===== src/hw/sce_consts.svh =====
// Offsets, field positions, reset values and counts of the condition evaluator.
// Assumes it is included by bare name from the top module, the evaluator and the bench.
`ifndef SCE_CONSTS_SVH
`define SCE_CONSTS_SVH
`define SCE_OFF_CTRL 8'h00
`define SCE_OFF_FLAGS 8'h04
`define SCE_OFF_STKX 8'h08
`define SCE_OFF_STKY 8'h0C
`define SCE_OFF_STATX 8'h10
`define SCE_OFF_STATY 8'h14
`define SCE_OFF_DEC 8'h18
`define SCE_CTRL_SIMD 0
`define SCE_CTRL_SEL 1
`define SCE_CTRL_RST 2'h0
`define SCE_FLAGS_RST 8'h00
`define SCE_FLAGS_DIR_LSB 0
`define SCE_FLAGS_VAL_LSB 4
`define SCE_FLAGS_PIN_LSB 8
`define SCE_FLAG_WAIT 3'h4
`define SCE_LOOP_DONE 32'h00000001
`define SCE_STK_AV 0
`define SCE_STK_MV 1
`define SCE_STK_SV 2
`define SCE_STK_SF 3
`define SCE_STK_PC 4
`define SCE_STK_LA 5
`define SCE_STK_LC 6
`define SCE_STKX_RST 7'h00
`define SCE_STKY_RST 4'h0
`endif


===== src/hw/sce_pkg.sv =====
// Types shared by the condition evaluator, its element interface and top.
// Assumes the constants header is on the include path.
package sce_pkg;
  // Condition codes carried by a conditional instruction.
  typedef enum logic [5:0] {
    C_EQ, C_NE, C_GT, C_LT, C_GE, C_LE,
    C_AC, C_NOT_AC, C_AV, C_NOT_AV, C_MV, C_NOT_MV, C_MS, C_NOT_MS,
    C_SV, C_NOT_SV, C_SZ, C_NOT_SZ, C_SF, C_NOT_SF, C_TF, C_NOT_TF,
    C_FLAG0, C_NOT_FLAG0, C_FLAG1, C_NOT_FLAG1,
    C_FLAG2, C_NOT_FLAG2, C_FLAG3, C_NOT_FLAG3,
    C_NOT_LCE, C_LCE, C_FOREVER, C_ALWAYS
  } sce_cond_t;

  // Kinds of conditional operation.
  typedef enum logic [2:0] {
    OP_COMPUTE, OP_MOVE_PAIR, OP_MOVE_U2P, OP_MOVE_P2U,
    OP_MEM_POST, OP_MEM_PRE, OP_BRANCH, OP_LOOP
  } sce_op_t;

  // Arithmetic status of one processing element.
  typedef struct packed {
    logic az;
    logic an;
    logic av;
    logic ac;
    logic af;
    logic asat;
    logic mv;
    logic mn;
    logic sv;
    logic sz;
    logic sf;
    logic bit_test_result;
  } sce_flags_t;

  // Whole state of the top module.
  typedef struct packed {
    logic simd;
    logic sel;
    logic [3:0] dir;
    logic [3:0] val;
    logic [7:0] pend;
    logic pend_v;
    logic [2:0] wait_cnt;
    logic [6:0] stk_x;
    logic [3:0] stk_y;
    logic [31:0] rdata;
    logic err;
    logic dv;
    logic do_x;
    logic do_y;
    logic else_x;
    logic else_y;
    logic take;
    logic mem_go;
    logic premod;
  } sce_state_t;
endpackage : sce_pkg


===== src/hw/sce_elem_if.sv =====
// Signals between the top and the per-element condition evaluator.
// Assumes the package is compiled first.
interface sce_elem_if #(parameter int LC_W = 32);
  import sce_pkg::*;
  sce_flags_t flags;
  logic excl;
  logic excl_ok;
  logic [3:0] pins;
  logic [LC_W-1:0] loop_cnt;
  sce_cond_t code;
  logic cond_true;
  modport eval (input flags, excl, excl_ok, pins, loop_cnt, code,
                output cond_true);
  modport drive (output flags, excl, excl_ok, pins, loop_cnt, code,
                 input cond_true);
endinterface : sce_elem_if


===== src/hw/sce_top.sv =====
// Condition evaluator of a two-element SIMD sequencer with an APB slave.
// Assumes requests, status and pin inputs are synchronous to pclk.
//
// What this block does
// - A true condition performs the operation, a false one aborts it.
// - An else part runs on the inverse of the if condition.
// - Element x and y status and sticky bits are kept apart per element.
// - An instruction without a condition field behaves as always true.
// - Zero test: zero flag or exclusive success; nonzero: not zero or failure.
// - Greater-than follows the signed/float formula; at-most is its complement.
// - Below-zero follows its formula; greater-or-equal is true when it is 0.
// - Status bits ac, av, mv, mn, sv, sz, sf, bit_test_result and each flag input have a true and a complement test.
// - Loop-not-expired exists together with its complement, loop-expired.
// - Loop done when the count equals one; endless loop never ends.
// - In SIMD mode each element evaluates conditions from its own status.
// - Stack status bits live in sticky_x only, never in sticky_y.
// - In SIMD mode compute, paired and unpaired-to-paired moves run per element on its own result.
// - In SIMD mode branch, call or loop decision needs both elements true.
// - Else of an indirect branch runs per element where it tests false.
// - Unpaired-to-paired move runs per element, same source for both.
// - Paired-to-unpaired move is the explicit one only, gated by x.
// - Post-modify memory move in SIMD runs when either element is true.
// - Pre-modify of a conditional memory move always happens.
// - In SISD mode only element x flags govern the whole operation.
// - With element select, flag2 test picks x, its complement picks y (y only in SIMD mode), for compute and moves; other ops see both true.
//
// The address map and the APB slave port are this design's own decisions.
`include "sce_consts.svh"
module sce_top
  import sce_pkg::*;
#(
  parameter int LC_W = 32
)
(
  input wire logic pclk,
  input wire logic presetn,
  input wire logic [7:0] paddr,
  input wire logic psel,
  input wire logic penable,
  input wire logic pwrite,
  input wire logic [31:0] pwdata,
  output logic [31:0] prdata,
  output logic pready,
  output logic pslverr,
  input wire sce_flags_t status_x,
  input wire sce_flags_t status_y,
  input wire logic excl_x,
  input wire logic excl_ok_x,
  input wire logic excl_y,
  input wire logic excl_ok_y,
  input wire logic pc_stack_ovf,
  input wire logic loop_addr_stack_ovf,
  input wire logic loop_cnt_stack_ovf,
  input wire logic [LC_W-1:0] current_loop_count,
  input wire logic req_valid,
  input wire sce_op_t req_op,
  input wire logic req_has_cond,
  input wire sce_cond_t req_cond,
  input wire logic req_has_else,
  input wire logic [3:0] flag_pin_i,
  output logic [3:0] flag_pin_o,
  output logic [3:0] flag_pin_oe,
  output logic dec_valid,
  output logic exec_x,
  output logic exec_y,
  output logic else_x,
  output logic else_y,
  output logic branch_take,
  output logic mem_go,
  output logic premod_go
);
  sce_state_t st_reg;
  sce_state_t st_next;
  sce_elem_if #(.LC_W(LC_W)) elem_if[2] ();
  logic cx;
  logic cy;
  logic flag2_code;
  logic pe_op;
  logic wr;
  logic rd_setup;
  logic [3:0] elem_bits_x;
  logic [3:0] elem_bits_y;

  ////////////////////////////////////////////////////////////////////////////
  // One evaluator per element, each fed by its own status.
  assign elem_if[0].flags = status_x;
  assign elem_if[0].excl = excl_x;
  assign elem_if[0].excl_ok = excl_ok_x;
  assign elem_if[1].flags = status_y;
  assign elem_if[1].excl = excl_y;
  assign elem_if[1].excl_ok = excl_ok_y;

  genvar gi;
  generate
    for (gi = 0; gi < 2; gi++)
    begin : g_elem
      assign elem_if[gi].pins = flag_pin_i;
      assign elem_if[gi].loop_cnt = current_loop_count;
      assign elem_if[gi].code = req_has_cond ? req_cond : C_ALWAYS;
      sce_cond_eval #(.LC_W(LC_W)) u_eval (
        .bus(elem_if[gi])
      );
    end
  endgenerate

  ////////////////////////////////////////////////////////////////////////////
  // Per-element outcome, with the flag2 element-select override.
  always_comb
  begin
    flag2_code = req_has_cond &&
                 (req_cond == C_FLAG2 || req_cond == C_NOT_FLAG2);
    pe_op = (req_op == OP_COMPUTE) || (req_op == OP_MOVE_PAIR) ||
            (req_op == OP_MOVE_U2P) || (req_op == OP_MOVE_P2U);
    cx = elem_if[0].cond_true;
    cy = elem_if[1].cond_true;
    if (st_reg.sel && flag2_code)
    begin
      if (pe_op)
      begin
        cx = (req_cond == C_FLAG2);
        cy = (req_cond == C_NOT_FLAG2);
      end
      else
      begin
        cx = 1'b1;
        cy = 1'b1;
      end
    end
  end

  // Sticky candidates taken from each element's own overflow bits.
  assign elem_bits_x = {status_x.sf, status_x.sv, status_x.mv, status_x.av};
  assign elem_bits_y = {status_y.sf, status_y.sv, status_y.mv, status_y.av};

  // APB phase decode; writes land in the access phase.
  assign wr = psel && penable && pwrite;
  assign rd_setup = psel && !penable;

  ////////////////////////////////////////////////////////////////////////////
  // Next state: bus slave, flag pin latency, sticky bits and decisions.
  always_comb
  begin
    st_next = st_reg;

    // Decision outputs are pulses that follow each request by one cycle.
    st_next.dv = req_valid;
    st_next.do_x = 1'b0;
    st_next.do_y = 1'b0;
    st_next.else_x = 1'b0;
    st_next.else_y = 1'b0;
    st_next.take = 1'b0;
    st_next.mem_go = 1'b0;
    st_next.premod = 1'b0;
    if (req_valid)
    begin
      unique case (req_op)
        OP_COMPUTE, OP_MOVE_PAIR, OP_MOVE_U2P:
        begin
          st_next.do_x = cx;
          st_next.do_y = st_reg.simd && cy;
          st_next.else_x = req_has_else && !cx;
          st_next.else_y = req_has_else && st_reg.simd && !cy;
        end
        OP_MOVE_P2U:
        begin
          st_next.do_x = cx;
          st_next.else_x = req_has_else && !cx;
        end
        OP_MEM_POST, OP_MEM_PRE:
        begin
          st_next.do_x = cx;
          st_next.do_y = st_reg.simd && cy;
          st_next.mem_go = cx || (st_reg.simd && cy);
          st_next.premod = (req_op == OP_MEM_PRE);
        end
        OP_BRANCH, OP_LOOP:
        begin
          st_next.take = cx && (!st_reg.simd || cy);
          st_next.else_x = req_has_else && !cx;
          st_next.else_y = req_has_else && st_reg.simd && !cy;
        end
      endcase
    end

    // Sticky bits: events set, write-one clears, a set in the same cycle wins.
    if (wr && paddr == `SCE_OFF_STKX)
    begin
      st_next.stk_x = st_reg.stk_x & ~pwdata[6:0];
    end
    if (wr && paddr == `SCE_OFF_STKY)
    begin
      st_next.stk_y = st_reg.stk_y & ~pwdata[3:0];
    end
    st_next.stk_x[`SCE_STK_SF:`SCE_STK_AV] =
      st_next.stk_x[`SCE_STK_SF:`SCE_STK_AV] | elem_bits_x;
    st_next.stk_y = st_next.stk_y | elem_bits_y;
    st_next.stk_x[`SCE_STK_PC] = st_next.stk_x[`SCE_STK_PC] |
                                 pc_stack_ovf;
    st_next.stk_x[`SCE_STK_LA] = st_next.stk_x[`SCE_STK_LA] |
                                 loop_addr_stack_ovf;
    st_next.stk_x[`SCE_STK_LC] = st_next.stk_x[`SCE_STK_LC] |
                                 loop_cnt_stack_ovf;

    // Mode control register.
    if (wr && paddr == `SCE_OFF_CTRL)
    begin
      st_next.simd = pwdata[`SCE_CTRL_SIMD];
      st_next.sel = pwdata[`SCE_CTRL_SEL];
    end

    // Flag pin writes take effect after a fixed latency; a new write restarts
    // the wait, so software must space toggles of one pin by that much.
    if (st_reg.pend_v)
    begin
      if (st_reg.wait_cnt == 3'h1)
      begin
        st_next.dir = st_reg.pend[`SCE_FLAGS_DIR_LSB +: 4];
        st_next.val = st_reg.pend[`SCE_FLAGS_VAL_LSB +: 4];
        st_next.pend_v = 1'b0;
      end
      st_next.wait_cnt = st_reg.wait_cnt - 3'h1;
    end
    if (wr && paddr == `SCE_OFF_FLAGS)
    begin
      st_next.pend = pwdata[7:0];
      st_next.pend_v = 1'b1;
      st_next.wait_cnt = `SCE_FLAG_WAIT;
    end

    // Read data and error are captured in the setup phase.
    if (rd_setup)
    begin
      st_next.err = 1'b0;
      st_next.rdata = 32'h00000000;
      unique case (paddr)
        `SCE_OFF_CTRL:
          st_next.rdata = {30'h00000000, st_reg.sel, st_reg.simd};
        `SCE_OFF_FLAGS:
          st_next.rdata = {20'h00000, flag_pin_i, st_reg.val, st_reg.dir};
        `SCE_OFF_STKX: st_next.rdata = {25'h0000000, st_reg.stk_x};
        `SCE_OFF_STKY: st_next.rdata = {28'h0000000, st_reg.stk_y};
        `SCE_OFF_STATX: st_next.rdata = {20'h00000, status_x};
        `SCE_OFF_STATY: st_next.rdata = {20'h00000, status_y};
        `SCE_OFF_DEC:
          st_next.rdata = {24'h000000, st_reg.premod, st_reg.mem_go,
                           st_reg.take, st_reg.else_y, st_reg.else_x,
                           st_reg.do_y, st_reg.do_x, st_reg.dv};
        default: st_next.err = 1'b1;
      endcase
    end
  end

  ////////////////////////////////////////////////////////////////////////////
  // State register.
  always_ff @(posedge pclk or negedge presetn)
  begin
    if (!presetn)
    begin
      st_reg <= '0;
      st_reg.simd <= 1'(`SCE_CTRL_RST >> `SCE_CTRL_SIMD);
      st_reg.pend <= `SCE_FLAGS_RST;
      st_reg.stk_x <= `SCE_STKX_RST;
      st_reg.stk_y <= `SCE_STKY_RST;
    end
    else
    begin
      st_reg <= st_next;
    end
  end

  ////////////////////////////////////////////////////////////////////////////
  // Outputs; the slave never inserts wait states.
  assign pready = 1'b1;
  assign prdata = st_reg.rdata;
  assign pslverr = st_reg.err;
  assign flag_pin_oe = st_reg.dir;
  assign flag_pin_o = st_reg.val & st_reg.dir;
  assign dec_valid = st_reg.dv;
  assign exec_x = st_reg.do_x;
  assign exec_y = st_reg.do_y;
  assign else_x = st_reg.else_x;
  assign else_y = st_reg.else_y;
  assign branch_take = st_reg.take;
  assign mem_go = st_reg.mem_go;
  assign premod_go = st_reg.premod;
endmodule // sce_top


===== src/hw/sce_cond_eval.sv =====
// Condition test of one processing element, purely combinational.
// Assumes the flags on the interface belong to this element alone.
`include "sce_consts.svh"
module sce_cond_eval
  import sce_pkg::*;
#(
  parameter int LC_W = 32
)
(
  sce_elem_if.eval bus
);
  logic signed_lt;
  logic below;
  logic above;

  ////////////////////////////////////////////////////////////////////////////
  // Ordered comparisons built from the ALU status bits.
  always_comb
  begin
    signed_lt = ~bus.flags.af & (bus.flags.an ^ (bus.flags.av &
                ~bus.flags.asat));
    below = signed_lt | (bus.flags.af & bus.flags.an & ~bus.flags.az);
    above = signed_lt | (bus.flags.af & bus.flags.an) | ~bus.flags.az;
  end

  ////////////////////////////////////////////////////////////////////////////
  // One test per code; every code but the flag pin and loop count tests sees this element's own status only.
  always_comb
  begin
    unique case (bus.code)
      C_EQ: bus.cond_true = bus.flags.az | (bus.excl & bus.excl_ok);
      C_NE: bus.cond_true = ~bus.flags.az | (bus.excl & ~bus.excl_ok);
      C_GT: bus.cond_true = above;
      C_LE: bus.cond_true = ~above;
      C_LT: bus.cond_true = below;
      C_GE: bus.cond_true = ~below;
      C_AC: bus.cond_true = bus.flags.ac;
      C_NOT_AC: bus.cond_true = ~bus.flags.ac;
      C_AV: bus.cond_true = bus.flags.av;
      C_NOT_AV: bus.cond_true = ~bus.flags.av;
      C_MV: bus.cond_true = bus.flags.mv;
      C_NOT_MV: bus.cond_true = ~bus.flags.mv;
      C_MS: bus.cond_true = bus.flags.mn;
      C_NOT_MS: bus.cond_true = ~bus.flags.mn;
      C_SV: bus.cond_true = bus.flags.sv;
      C_NOT_SV: bus.cond_true = ~bus.flags.sv;
      C_SZ: bus.cond_true = bus.flags.sz;
      C_NOT_SZ: bus.cond_true = ~bus.flags.sz;
      C_SF: bus.cond_true = bus.flags.sf;
      C_NOT_SF: bus.cond_true = ~bus.flags.sf;
      C_TF: bus.cond_true = bus.flags.bit_test_result;
      C_NOT_TF: bus.cond_true = ~bus.flags.bit_test_result;
      C_FLAG0: bus.cond_true = bus.pins[0];
      C_NOT_FLAG0: bus.cond_true = ~bus.pins[0];
      C_FLAG1: bus.cond_true = bus.pins[1];
      C_NOT_FLAG1: bus.cond_true = ~bus.pins[1];
      C_FLAG2: bus.cond_true = bus.pins[2];
      C_NOT_FLAG2: bus.cond_true = ~bus.pins[2];
      C_FLAG3: bus.cond_true = bus.pins[3];
      C_NOT_FLAG3: bus.cond_true = ~bus.pins[3];
      C_NOT_LCE: bus.cond_true =
        bus.loop_cnt != LC_W'(`SCE_LOOP_DONE);
      C_LCE: bus.cond_true = bus.loop_cnt == LC_W'(`SCE_LOOP_DONE);
      C_FOREVER: bus.cond_true = 1'b0;
      C_ALWAYS: bus.cond_true = 1'b1;
      default: bus.cond_true = 1'b0;
    endcase
  end
endmodule // sce_cond_eval


===== config.mk =====
export PLATFORM = sky130hd
export DESIGN_NAME = sce_top
export DESIGN_NICKNAME = d
export VERILOG_FILES = /design/src/hw/sce_pkg.sv /design/src/hw/sce_elem_if.sv /design/src/hw/sce_top.sv /design/src/hw/sce_cond_eval.sv
export VERILOG_INCLUDE_DIRS = /design/src /design/src/hw
export SDC_FILE = /design/constraint.sdc
export NUM_CORES = 1
export LEC_CHECK = 0
export ABC_AREA = 1
export BUFFER_PORTS_ARGS = -buffer_cell sky130_fd_sc_hd__buf_4
export CORE_ASPECT_RATIO = 1.25
export CORE_MARGIN = 1.5
export CORE_UTILIZATION = 40
export CTS_CLUSTER_DIAMETER = 200
export CTS_CLUSTER_SIZE = 16
export DETAILED_ROUTE_END_ITERATION = 8
export PLACE_DENSITY_LB_ADDON = 0.3
export SLEW_MARGIN = 0
export SYNTH_ARGS = -nofsm -noshare
export SYNTH_HDL_FRONTEND = slang
export SYNTH_HIERARCHICAL = 1
export SYNTH_SLANG_ARGS = --single-unit

===== constraint.sdc =====
create_clock -name pclk -period 1.75 [get_ports pclk]
set_input_delay 0.2625 -clock pclk [delete_from_list [all_inputs] [get_ports pclk]]
set_output_delay 0.2625 -clock pclk [all_outputs]
set_load 0.02 [all_outputs]

==> results.py, run 1 <==
metrics = {
    "worst_setup_path": {
        "reg2reg_slack_ps": 360,
        "r2r-end": "st_reg[65]",
        "end_kind": "flop",
        "arrival_ps": 1860,
        "worstReg2RegStart": "st_reg[53]",
        "cp_data_required_time_ps": 1960,
        "cp-start-kind": "primary input",
        "critPathKind": "in -> reg",
        "reg2regPathDepth": 6,
        "crit_path_max_fanout": 7,
    },
    "sta": {
        "slew_violations": 0,
        "period_minus_slack_ps": 1650,
        "fmax_ghz": 0.606,
        "clock_skew_ps": 7.50,
        "relSlewSlack_pct": 55.1,
        "hold_viol": 1,
        "worst_pin_slew_ps": 674,
        "finalCritPeriodShare_pct": 94.4,
        "tns_ps": 0,
        "hold_ws_ps": -1.35,
        "rsz0062_at_grt": "yes",
        "setup_viol": 0,
    },
    "power_and_ir_drop": {
        "combPwrFrac_pct": 27.3,
        "leakagePower_nw": 3.39,
        "p_sw_mw": 1.03,
        "pwr-share-seq_pct": 39.8,
        "intPower_mw": 2.37,
        "powerDensity_mw_per_mm2": 543,
        "clkPwrFrac_pct": 32.9,
        "p_total_mw": 3.39,
        "ir_worst_vdd_mv": 0.582,
        "switching_share_pct": 30.2,
    },
    "detailed_routing": {
        "via_per_inst": 5.04,
        "post_drt_wl_per_cell_um": 14.6,
        "drtIter0Drc": 276,
        "vias": 5224,
        "ant_nets": 0,
        "drt_first_pass_iters": 5,
        "totalWireLength_um": 15100,
        "route.detailed.drc": 0,
    },
    "floorplanning": {
        "die_height_um": 124,
        "fp.coreArea_mm2": 0.0112,
        "initial_core_util_pct": 41.4,
        "die-area_mm2": 0.0123,
        "ios": 174,
        "fp.dieW_um": 99.5,
        "rows": 43,
    },
    "run_status": {
        "violations": "negative hold slack",
        "status": "complete, but fails checks",
    },
    "clock_tree": {
        "clock_sinks": 54,
        "numCtsBuffers": 5,
        "ctsHoldBuffers": 0,
        "h-tree-depth": 2,
        "cts_tree": "yes",
        "cts_max_path_buffers": 2,
        "clkSlewWorstSetupHoldPaths_ps": 70,
        "clkLatencyLatePin_ps": 290,
        "cts_root_buffer": "clkbuf_16",
    },
    "yosys": {
        "yosysSeqAreaShare_pct": 29.0,
        "yosys.area.top_type": "dfrtp_1",
        "yosys.area_share.xor_xnor_pct": 0.188,
        "synthMuxAreaShare_pct": 0.967,
        "syn_inst": 745,
        "yosys.area_share.simple_pct": 45.3,
        "avgSynthCellArea_um2": 6.25,
        "yosysTopAreaCellShare_pct": 29.0,
        "netlist_area_mm2": 0.00466,
        "yosysWarnings": 6,
        "synth_top_family_by_area": "simple AND/OR/NAND/NOR gates",
        "synth_area_leaders": "dfrtp_1, nand2_1, nand3_1",
        "synth-compound-area-share_pct": 6.50,
        "yosysUniqueCellTypes": 34,
        "synth_fa_ha_area_share_pct": 0.537,
        "ys_seq_elements": 54,
    },
    "global_routing": {
        "grt_overflow": 0,
        "grt_use_met3_pct": 3.03,
        "grt_start_max_net_pins": 55,
        "grt_util_met1_pct": 28.4,
        "grt_pass1_wl_um": 23400,
        "first_global_vias": 4910,
        "busiest_layer": "met2",
        "track_usage_pct": 24.3,
        "grt_util_met2_pct": 45.0,
        "antenna_found_initial": 0,
    },
    "layout": {
        "largest_register_ff_count": 29,
        "layout-drive-gt1-share_pct": 29.5,
        "nets": 1026,
        "final_area_mm2": 0.00625,
        "synthToLayoutAreaGrowth_pct": 34.2,
        "fin_util_pct": 55.6,
        "diodes": 0,
    },
    "place": {
        "dp_hpwl_um": 11900,
        "place.gp.congestion": 0.963,
        "place_area_mm2": 0.00576,
        "portBuffers": 128,
    },
    "run": {
        "max_cap_violations": 0,
    },
    "worst_hold_path": {
        "min_path_type": "in -> async",
    },
}
repair_timing:
item,in CTS,in global routing
gates cloned,0,3
setup buffers,2,9
gates resized for setup,8,63
pin swaps,1,10
endpoints found under the setup margin,5,6
cells in the mapped netlist:
cell,instances
nand2_1,198
nor2_1,111
nand3_1,106
inv_1,91
dfrtp_1,54
buf_4,40
nand4_1,20
o21ai_1,20
a21oi_1,16
inv_2,10
nor3_1,10
o21ai_0,10
buf_6,9
a21o_1,7
nor2_4,6
and2_1,4
nand2_2,4
buf_2,3
nor2_2,3
a31oi_1,2
clkinv_1,2
conb_1,2
ha_1,2
mux2_1,2
mux2_2,2
nand3_2,2
nor2_8,2
clkbuf_1,1
nand2_4,1
nand3_4,1
nand3b_1,1
nor3b_2,1
o211ai_1,1
xor2_1,1
placed cells by master (no fill, tap or decap), types with 2 or more instances in the layout:
cell type / instances
dfrtp_1: 54
a31oi_1: 2
o21ai_0: 10
mux2_2: 2
nor2_2: 11
buf_6: 2
clkbuf_16: 6
nor2_8: 2
inv_4: 3
ha_1: 2
nand2_4: 6
nand2_1: 182
inv_1: 78
o21ai_1: 20
conb_1: 21
a21oi_1: 14
and2_1: 4
nor3_1: 9
nor2_4: 8
a21o_1: 7
buf_4: 172
mux2_1: 2
clkinvlp_4: 2
a21oi_2: 2
nand4_1: 20
nor2_1: 101
clkinv_1: 2
nand3_2: 5
inv_2: 19
nand2_2: 15
nand3_1: 103
buf_12: 4
logic make-up (layout without fill, tap and decap cells):
group	count (synthesis)	after routing
buffers and inverters	156	292
DFF	54	54
other	2	21
and+or+nand+nor	470	471
muxes	4	4
AOI/OAI and AO/OA	56	56
xor gates and xnor gates	1	1
adders and majority gates	2	2
stage by stage:
step	std cells	setup slack [ps]
floorplan	764	99.9
global placement	1014	-489
detailed placement	1014	-475
CTS	1024	33.5
global route	1036	-23.6
finish	1036	98.6
layer usage:
| layer | wire length [um] | part of all wire, % |
|---|---|---|
| met5 | 0 | 0 |
| met4 | 511 | 3.4 |
| met3 | 1000 | 6.6 |
| met2 | 7710 | 51 |
| met1 | 5880 | 39 |
worst max-delay path, stage by stage:
cell and delay [ps]:
buf_12 130, nand2_4 70, inv_4 40, buf_4 140, buf_4 130, nand2_1 90
nor2_1 50, nand3_1 60, nand2_1 50, inv_1 50, nand2_1 40, nor2_1 70
nand2_1 60, nor2_1 90, nand2_1 100, inv_2 90, nand2_2 60, buf_4 130
a21oi_1 130
power by group through the flow:
stage                     Clock, mW  Combinational (mW)  Sequential, mW
after global routing           1.17                1.01            1.35
final                          1.12               0.926            1.35
after detailed placement          0               0.826            1.37
after global placement            0               0.822            1.37
after CTS                      1.13               0.839            1.35
after floorplan                   0               0.433            1.37
area by class of cell:
cell class / count / area (um2)
clock inverters: 2 / 37.5
well taps: 135 / 169
fillers: 1139 / 4990
clock buffers: 6 / 129
flip-flops and latches: 54 / 1350
repair buffers: 180 / 1430
multi-input cells: 555 / 2720
inverters: 103 / 407
repair inverters: 1 / 7.51
how the worst max path moves through the flow:
stage	endpoint	from
4_1_cts	exec_y	req_has_cond
3_5_place_dp	exec_y	req_has_cond
2_1_floorplan	branch_take	req_cond[5]
3_3_place_gp	exec_y	req_has_cond
6_report	else_x	req_has_cond
5_1_grt	else_x	req_has_cond
(Power assumes the default switching activity.)
==> run 2, diff against run 1 <==
Settings changed: CORE_UTILIZATION 40 to 50.
==> run 2 against run 1 <==
The run now ends clean; global-route usage increased by 7.9 points; critical path depth is 1 lower; total power fell by 0.14%; clock-buffer cell count unchanged; critical endpoint is now branch_take.
==> results.py, run 2 (synthesis gave the netlist of run 1 again) <==
metrics = {
    "clock_tree": {
        "clkSlewWorstSetupHoldPaths_ps": 60,
        "cts_max_path_buffers": 2,
        "cts_root_buffer": "clkbuf_16",
        "clock_sinks": 54,
        "h-tree-depth": 2,
        "cts_tree": "yes",
        "numCtsBuffers": 5,
        "clkLatencyLatePin_ps": 290,
    },
    "worst_setup_path": {
        "worstSetupEndpoint": "branch_take",
        "cp_num_cells": 18,
        "reg2regPathDepth": 4,
        "worstReg2RegStart": "st_reg[52]",
        "critPathBufInv": 5,
        "r2r-end": "flag_pin_oe[3]",
        "critPathSlowestCell": "nor3_1",
        "reg2reg_slack_ps": 380,
        "critPathKind": "in -> reg",
        "startpoint": "req_cond[5]",
        "cp-start-kind": "primary input",
        "crit_path_max_fanout": 16,
        "cp_data_required_time_ps": 1960,
        "critical-path-top-delay-family": "simple AND/OR/NAND/NOR gates",
        "max_stage_delay_ps": 170,
        "arrival_ps": 1900,
        "end_kind": "flop",
        "worstPathCellList": "buf_4 > inv_1 > nand2_4 > buf_6 > nor2_4 > buf_12 > nand3_1 > nor2_1 > nor2_1 > nand2_1 > nor2_1 > nand2_1 > nor2_1 > nand2_1 > inv_1 > nand2_1 > nand2_2 > nor3_1",
    },
    "sta": {
        "relSlewSlack_pct": 54.8,
        "clock_skew_ps": 1.99,
        "rsz0062_at_grt": "yes",
        "period_minus_slack_ps": 1690,
        "setup_viol": 0,
        "fmax_ghz": 0.593,
        "hold_viol": 0,
        "finalCritPeriodShare_pct": 96.3,
        "slew_violations": 0,
        "worst_pin_slew_ps": 678,
    },
    "global_routing": {
        "track_usage_pct": 32.2,
        "grt_start_max_net_pins": 55,
        "grt_pass1_wl_um": 24700,
        "first_global_vias": 5265,
        "antenna_found_initial": 0,
        "grt_overflow": 0,
    },
    "layout": {
        "fillers": 795,
        "synthToLayoutAreaGrowth_pct": 33.3,
        "multiInputGateArea_mm2": 0.00274,
        "instances_no_fill": 1013,
        "final_common_cell": "nand2_1",
        "nets": 1016,
        "seq_area_mm2": 0.00135,
        "largest_register_ff_count": 29,
        "final_cell_mix": "nand2_1, buf_4, nand3_1",
        "final_area_mm2": 0.00621,
        "diodes": 0,
        "layout-drive-gt1-share_pct": 30.1,
    },
    "floorplanning": {
        "initial_core_util_pct": 51.3,
        "die_height_um": 111,
        "rows": 39,
        "ios": 174,
        "die-area_mm2": 0.00991,
        "fp.dieW_um": 89.3,
        "fp.coreArea_mm2": 0.00908,
    },
    "power_and_ir_drop": {
        "leakagePower_nw": 3.36,
        "p_sw_mw": 1.00,
        "combPwrFrac_pct": 26.9,
        "intPower_mw": 2.38,
        "switching_share_pct": 29.6,
        "pwr-share-seq_pct": 39.8,
        "ir_worst_vdd_mv": 0.800,
        "powerDensity_mw_per_mm2": 546,
        "clkPwrFrac_pct": 33.3,
    },
    "place": {
        "dp.cells": 1001,
        "dp_hpwl_um": 12700,
        "place_area_mm2": 0.00578,
        "portBuffers": 128,
        "place.gp.congestion": 1.03,
    },
    "detailed_routing": {
        "ant_nets": 0,
        "met1_length_um": 5760,
        "via_per_inst": 5.27,
        "drtIter0Drc": 346,
        "totalWireLength_um": 15700,
        "vias": 5343,
        "wl_met3_um": 984,
        "post_drt_wl_per_cell_um": 15.5,
        "route.detailed.drc": 0,
        "highest_layer": "met4",
        "drt_first_pass_iters": 5,
        "wl_met2_um": 8300,
    },
    "worst_hold_path": {
        "min_path_type": "in -> async",
    },
    "run": {
        "max_cap_violations": 0,
    },
    "run_status": {
        "status": "finished clean",
    },
}
## run 2: cell count changes in the layout (fill, tap and decap cells not counted), moves of 3 or more
cell and change:
buf_6 +4, nor2_1 -9, nand2_1 -4, inv_2 +3, nor2_2 +7, buf_4 -13
## run 2: timing repair
item                       4_1_cts  5_1_grt
resized for setup               11       68
hold buffers                     0        0
pin swaps                        1       28
setup endpoints to repair        5        6
gates cloned                     0        1
setup buffers                    0        4
## run 2: worst min path at each step
| stage | from | end | slack, ps | depth (start not counted) |
|---|---|---|---|---|
| 2_1_floorplan | presetn | branch_take | -30 | 0 |
| 6_report | presetn | st_reg[53] | 2 | 1 |
| 3_3_place_gp | presetn | st_reg[53] | 330 | 1 |
| 5_1_grt | presetn | st_reg[54] | 70 | 1 |
| 4_1_cts | presetn | st_reg[53] | 30 | 1 |
| 3_5_place_dp | presetn | st_reg[53] | 340 | 1 |
## run 2: layout make-up
cell class                      count  share of cell area [%]
Multi-Input combinational cell    554                    44.2
Timing Repair Buffer              172                    22.6
Sequential cell                    54                    21.8
Inverter                          103                    6.31
Tap cell                          123                    2.48
Clock buffer                        6                    2.24
Clock inverter                      1                   0.484
## run 2: worst reg2reg max path, stage by stage, from the launching register on
cell,delay (ps)
dfrtp_1,400
ha_1,220
nand3_1,80
buf_4,200
mux2_2,350
## run 2: stage by stage
stage	hold WS (ps)	power, mW	utilization, %	setup WS (ps)	TNS [ps]
3_3_place_gp	328	2.18	63.7	-381	-1970
5_1_grt	74.4	3.54	68.4	-38.6	-72.0
2_1_floorplan	-33.1	1.80	-	99.9	0
4_1_cts	26.7	3.33	65.9	-5.82	-5.82
6_report	1.72	3.39	68.4	64.0	0
3_5_place_dp	337	2.20	63.7	-409	-2050
## run 2: power by group through the flow
| stage | logic (mW) | registers [mW] | clock network (mW) |
|---|---|---|---|
| floorplan | 0.433 | 1.37 | 0 |
| CTS | 0.840 | 1.35 | 1.14 |
| detailed placement | 0.830 | 1.37 | 0 |
| global route | 1.00 | 1.35 | 1.18 |
| global placement | 0.811 | 1.37 | 0 |
| finish | 0.911 | 1.35 | 1.13 |
## run 2: layer usage
layer	track usage [%]	vias to the layer above
met4	14.6	0
met1	37.0	2473
met5	0	-
met3	3.65	52
li1	-	2590
met2	57.9	228
==> run 3, diff against run 2 <==
Settings changed: HOLD_SLACK_MARGIN set to 0.15.
Clock period 1.75 ns to 1.8 ns, I/O delays scaled along.
==> run 3 against run 2 <==
Register-to-register slack worse by 50 ps; first-iteration DRC count fell by 15%; clock-buffer cell count unchanged; core utilization grew 0.98 points; setup slack gained 69 ps; via count up 1.0%; final area rose by 1.4%; final cell count grew 0.99%; sequential power fell by 3%; die area unchanged; global-route usage rose by 1.8 points; critical path type unchanged; critical endpoint is now else_x; highest routed layer unchanged.
==> results.py, run 3 (synthesis gave the netlist of run 1 again) <==
metrics = {
    "clock_tree": {
        "h-tree-depth": 2,
        "numCtsBuffers": 5,
        "clkSlewWorstSetupHoldPaths_ps": 70,
        "cts_max_path_buffers": 2,
        "clock_sinks": 54,
        "clkLatencyLatePin_ps": 300,
        "cts_root_buffer": "clkbuf_16",
        "cts_tree": "yes",
    },
    "detailed_routing": {
        "ant_nets": 0,
        "post_drt_wl_per_cell_um": 16.0,
        "route.detailed.drc": 0,
        "totalWireLength_um": 16400,
        "drt_first_pass_iters": 5,
        "via_per_inst": 5.28,
        "drtIter0Drc": 293,
        "vias": 5398,
    },
    "floorplanning": {
        "die-area_mm2": 0.00991,
        "die_height_um": 111,
        "initial_core_util_pct": 51.3,
        "rows": 39,
        "fp.dieW_um": 89.3,
        "ios": 174,
        "fp.coreArea_mm2": 0.00908,
    },
    "worst_setup_path": {
        "end_kind": "flop",
        "crit_path_max_fanout": 8,
        "cp_data_required_time_ps": 2030,
        "arrival_ps": 1900,
        "critPathKind": "in -> reg",
        "cp-start-kind": "primary input",
    },
    "power_and_ir_drop": {
        "combPwrFrac_pct": 27.3,
        "switching_share_pct": 30.0,
        "powerDensity_mw_per_mm2": 530,
        "leakagePower_nw": 3.40,
        "clkPwrFrac_pct": 33.3,
        "intPower_mw": 2.34,
        "ir_worst_vdd_mv": 1.02,
        "p_sw_mw": 1.00,
        "pwr-share-seq_pct": 39.3,
    },
    "sta": {
        "finalCritPeriodShare_pct": 92.6,
        "worst_pin_slew_ps": 672,
        "fmax_ghz": 0.600,
        "clock_skew_ps": 5.73,
        "fin_ws_ps": 133,
        "relSlewSlack_pct": 55.2,
        "setup_viol": 0,
        "period_minus_slack_ps": 1670,
        "tns_ps": 0,
        "hold_viol": 0,
        "slew_violations": 0,
    },
    "layout": {
        "instances_no_fill": 1023,
        "largest_register_ff_count": 29,
        "synthToLayoutAreaGrowth_pct": 35.2,
        "final_area_mm2": 0.00630,
        "fillers": 772,
        "final_common_cell": "nand2_1",
        "final_cell_mix": "nand2_1, buf_4, nand3_1",
        "nets": 1026,
        "diodes": 0,
        "fin_util_pct": 69.4,
        "layout-drive-gt1-share_pct": 30.4,
    },
    "place": {
        "place.gp.congestion": 1.00,
        "post-place-ws_ps": -309,
        "portBuffers": 128,
        "place_area_mm2": 0.00583,
        "dp.cells": 1008,
        "dp_hpwl_um": 12900,
    },
    "global_routing": {
        "grt_pass1_wl_um": 25900,
        "track_usage_pct": 34.1,
        "grt_overflow": 0,
        "first_global_vias": 5443,
        "antenna_found_initial": 0,
        "grt_start_max_net_pins": 55,
    },
    "run": {
        "max_cap_violations": 0,
    },
    "worst_hold_path": {
        "min_path_type": "in -> reg",
    },
    "run_status": {
        "status": "finished clean",
    },
}
run 3: worst max-delay path, stage by stage:
cell,delay (ps)
buf_8,110
nand2_2,80
inv_4,90
buf_4,120
nor2_4,40
buf_12,120
clkbuf_16,150
nand3_1,70
nand2_1,50
inv_1,50
nand2_1,50
nor2_1,100
nand2_1,60
nor2_1,100
nand2_1,80
inv_1,70
nand2_2,60
buf_4,130
a21oi_2,100
run 3: timing repair:
action                                 CTS  global route
pin swaps                                0            28
cloned                                   0             1
setup buffers                            0             4
setup endpoints to repair                1             6
endpoints found under the hold margin   57             0
hold buffers                             4             0
resized for setup                        1            78
run 3: power by group through the flow:
stage               Clock, mW  Sequential, mW  Combinational, mW
floorplan                   0            1.33              0.421
CTS                      1.11            1.31              0.834
global route             1.16            1.32               1.00
detailed placement          0            1.33              0.823
finish                   1.11            1.31              0.913
global placement            0            1.33              0.798
run 3: through the flow:
step	total power [mW]	hold WS, ps
final	3.34	155
after global routing	3.48	164
after CTS	3.26	157
after detailed placement	2.16	346
after global placement	2.13	330
after floorplan	1.75	-25.6
run 3: final timing paths:
path / startpoint / end / slack [ps] / cells after the start
max: req_has_cond / else_x / 130 / 19
min: pc_stack_ovf / st_reg[49] / 160 / 2
max reg2reg: st_reg[53] / flag_pin_oe[1] / 330 / 4
min reg2reg: prdata[8] / prdata[8] / 480 / 2
max in group asynchronous: presetn / flag_pin_oe[1] / 790 / 2
min in group asynchronous: presetn / st_reg[62] / 550 / 2
run 3: layout make-up:
cell class | count | area, um2 | area share [%]
tap | 123 | 154 | 2.44
inverter | 103 | 407 | 6.46
timing repair buffer | 182 | 1490 | 23.7
clock inverter | 1 | 30.0 | 0.477
sequential | 54 | 1350 | 21.5
clock buffer | 6 | 139 | 2.21
multi-input combinational | 554 | 2730 | 43.3
run 3: layer usage:
metal,vias to the layer above,global-route usage [%],share of wire [%]
li1,2612,-,-
met1,2511,37.6,37
met2,210,61.5,52
met3,65,4.10,5.5
met4,0,17.7,5.8
met5,-,0,0
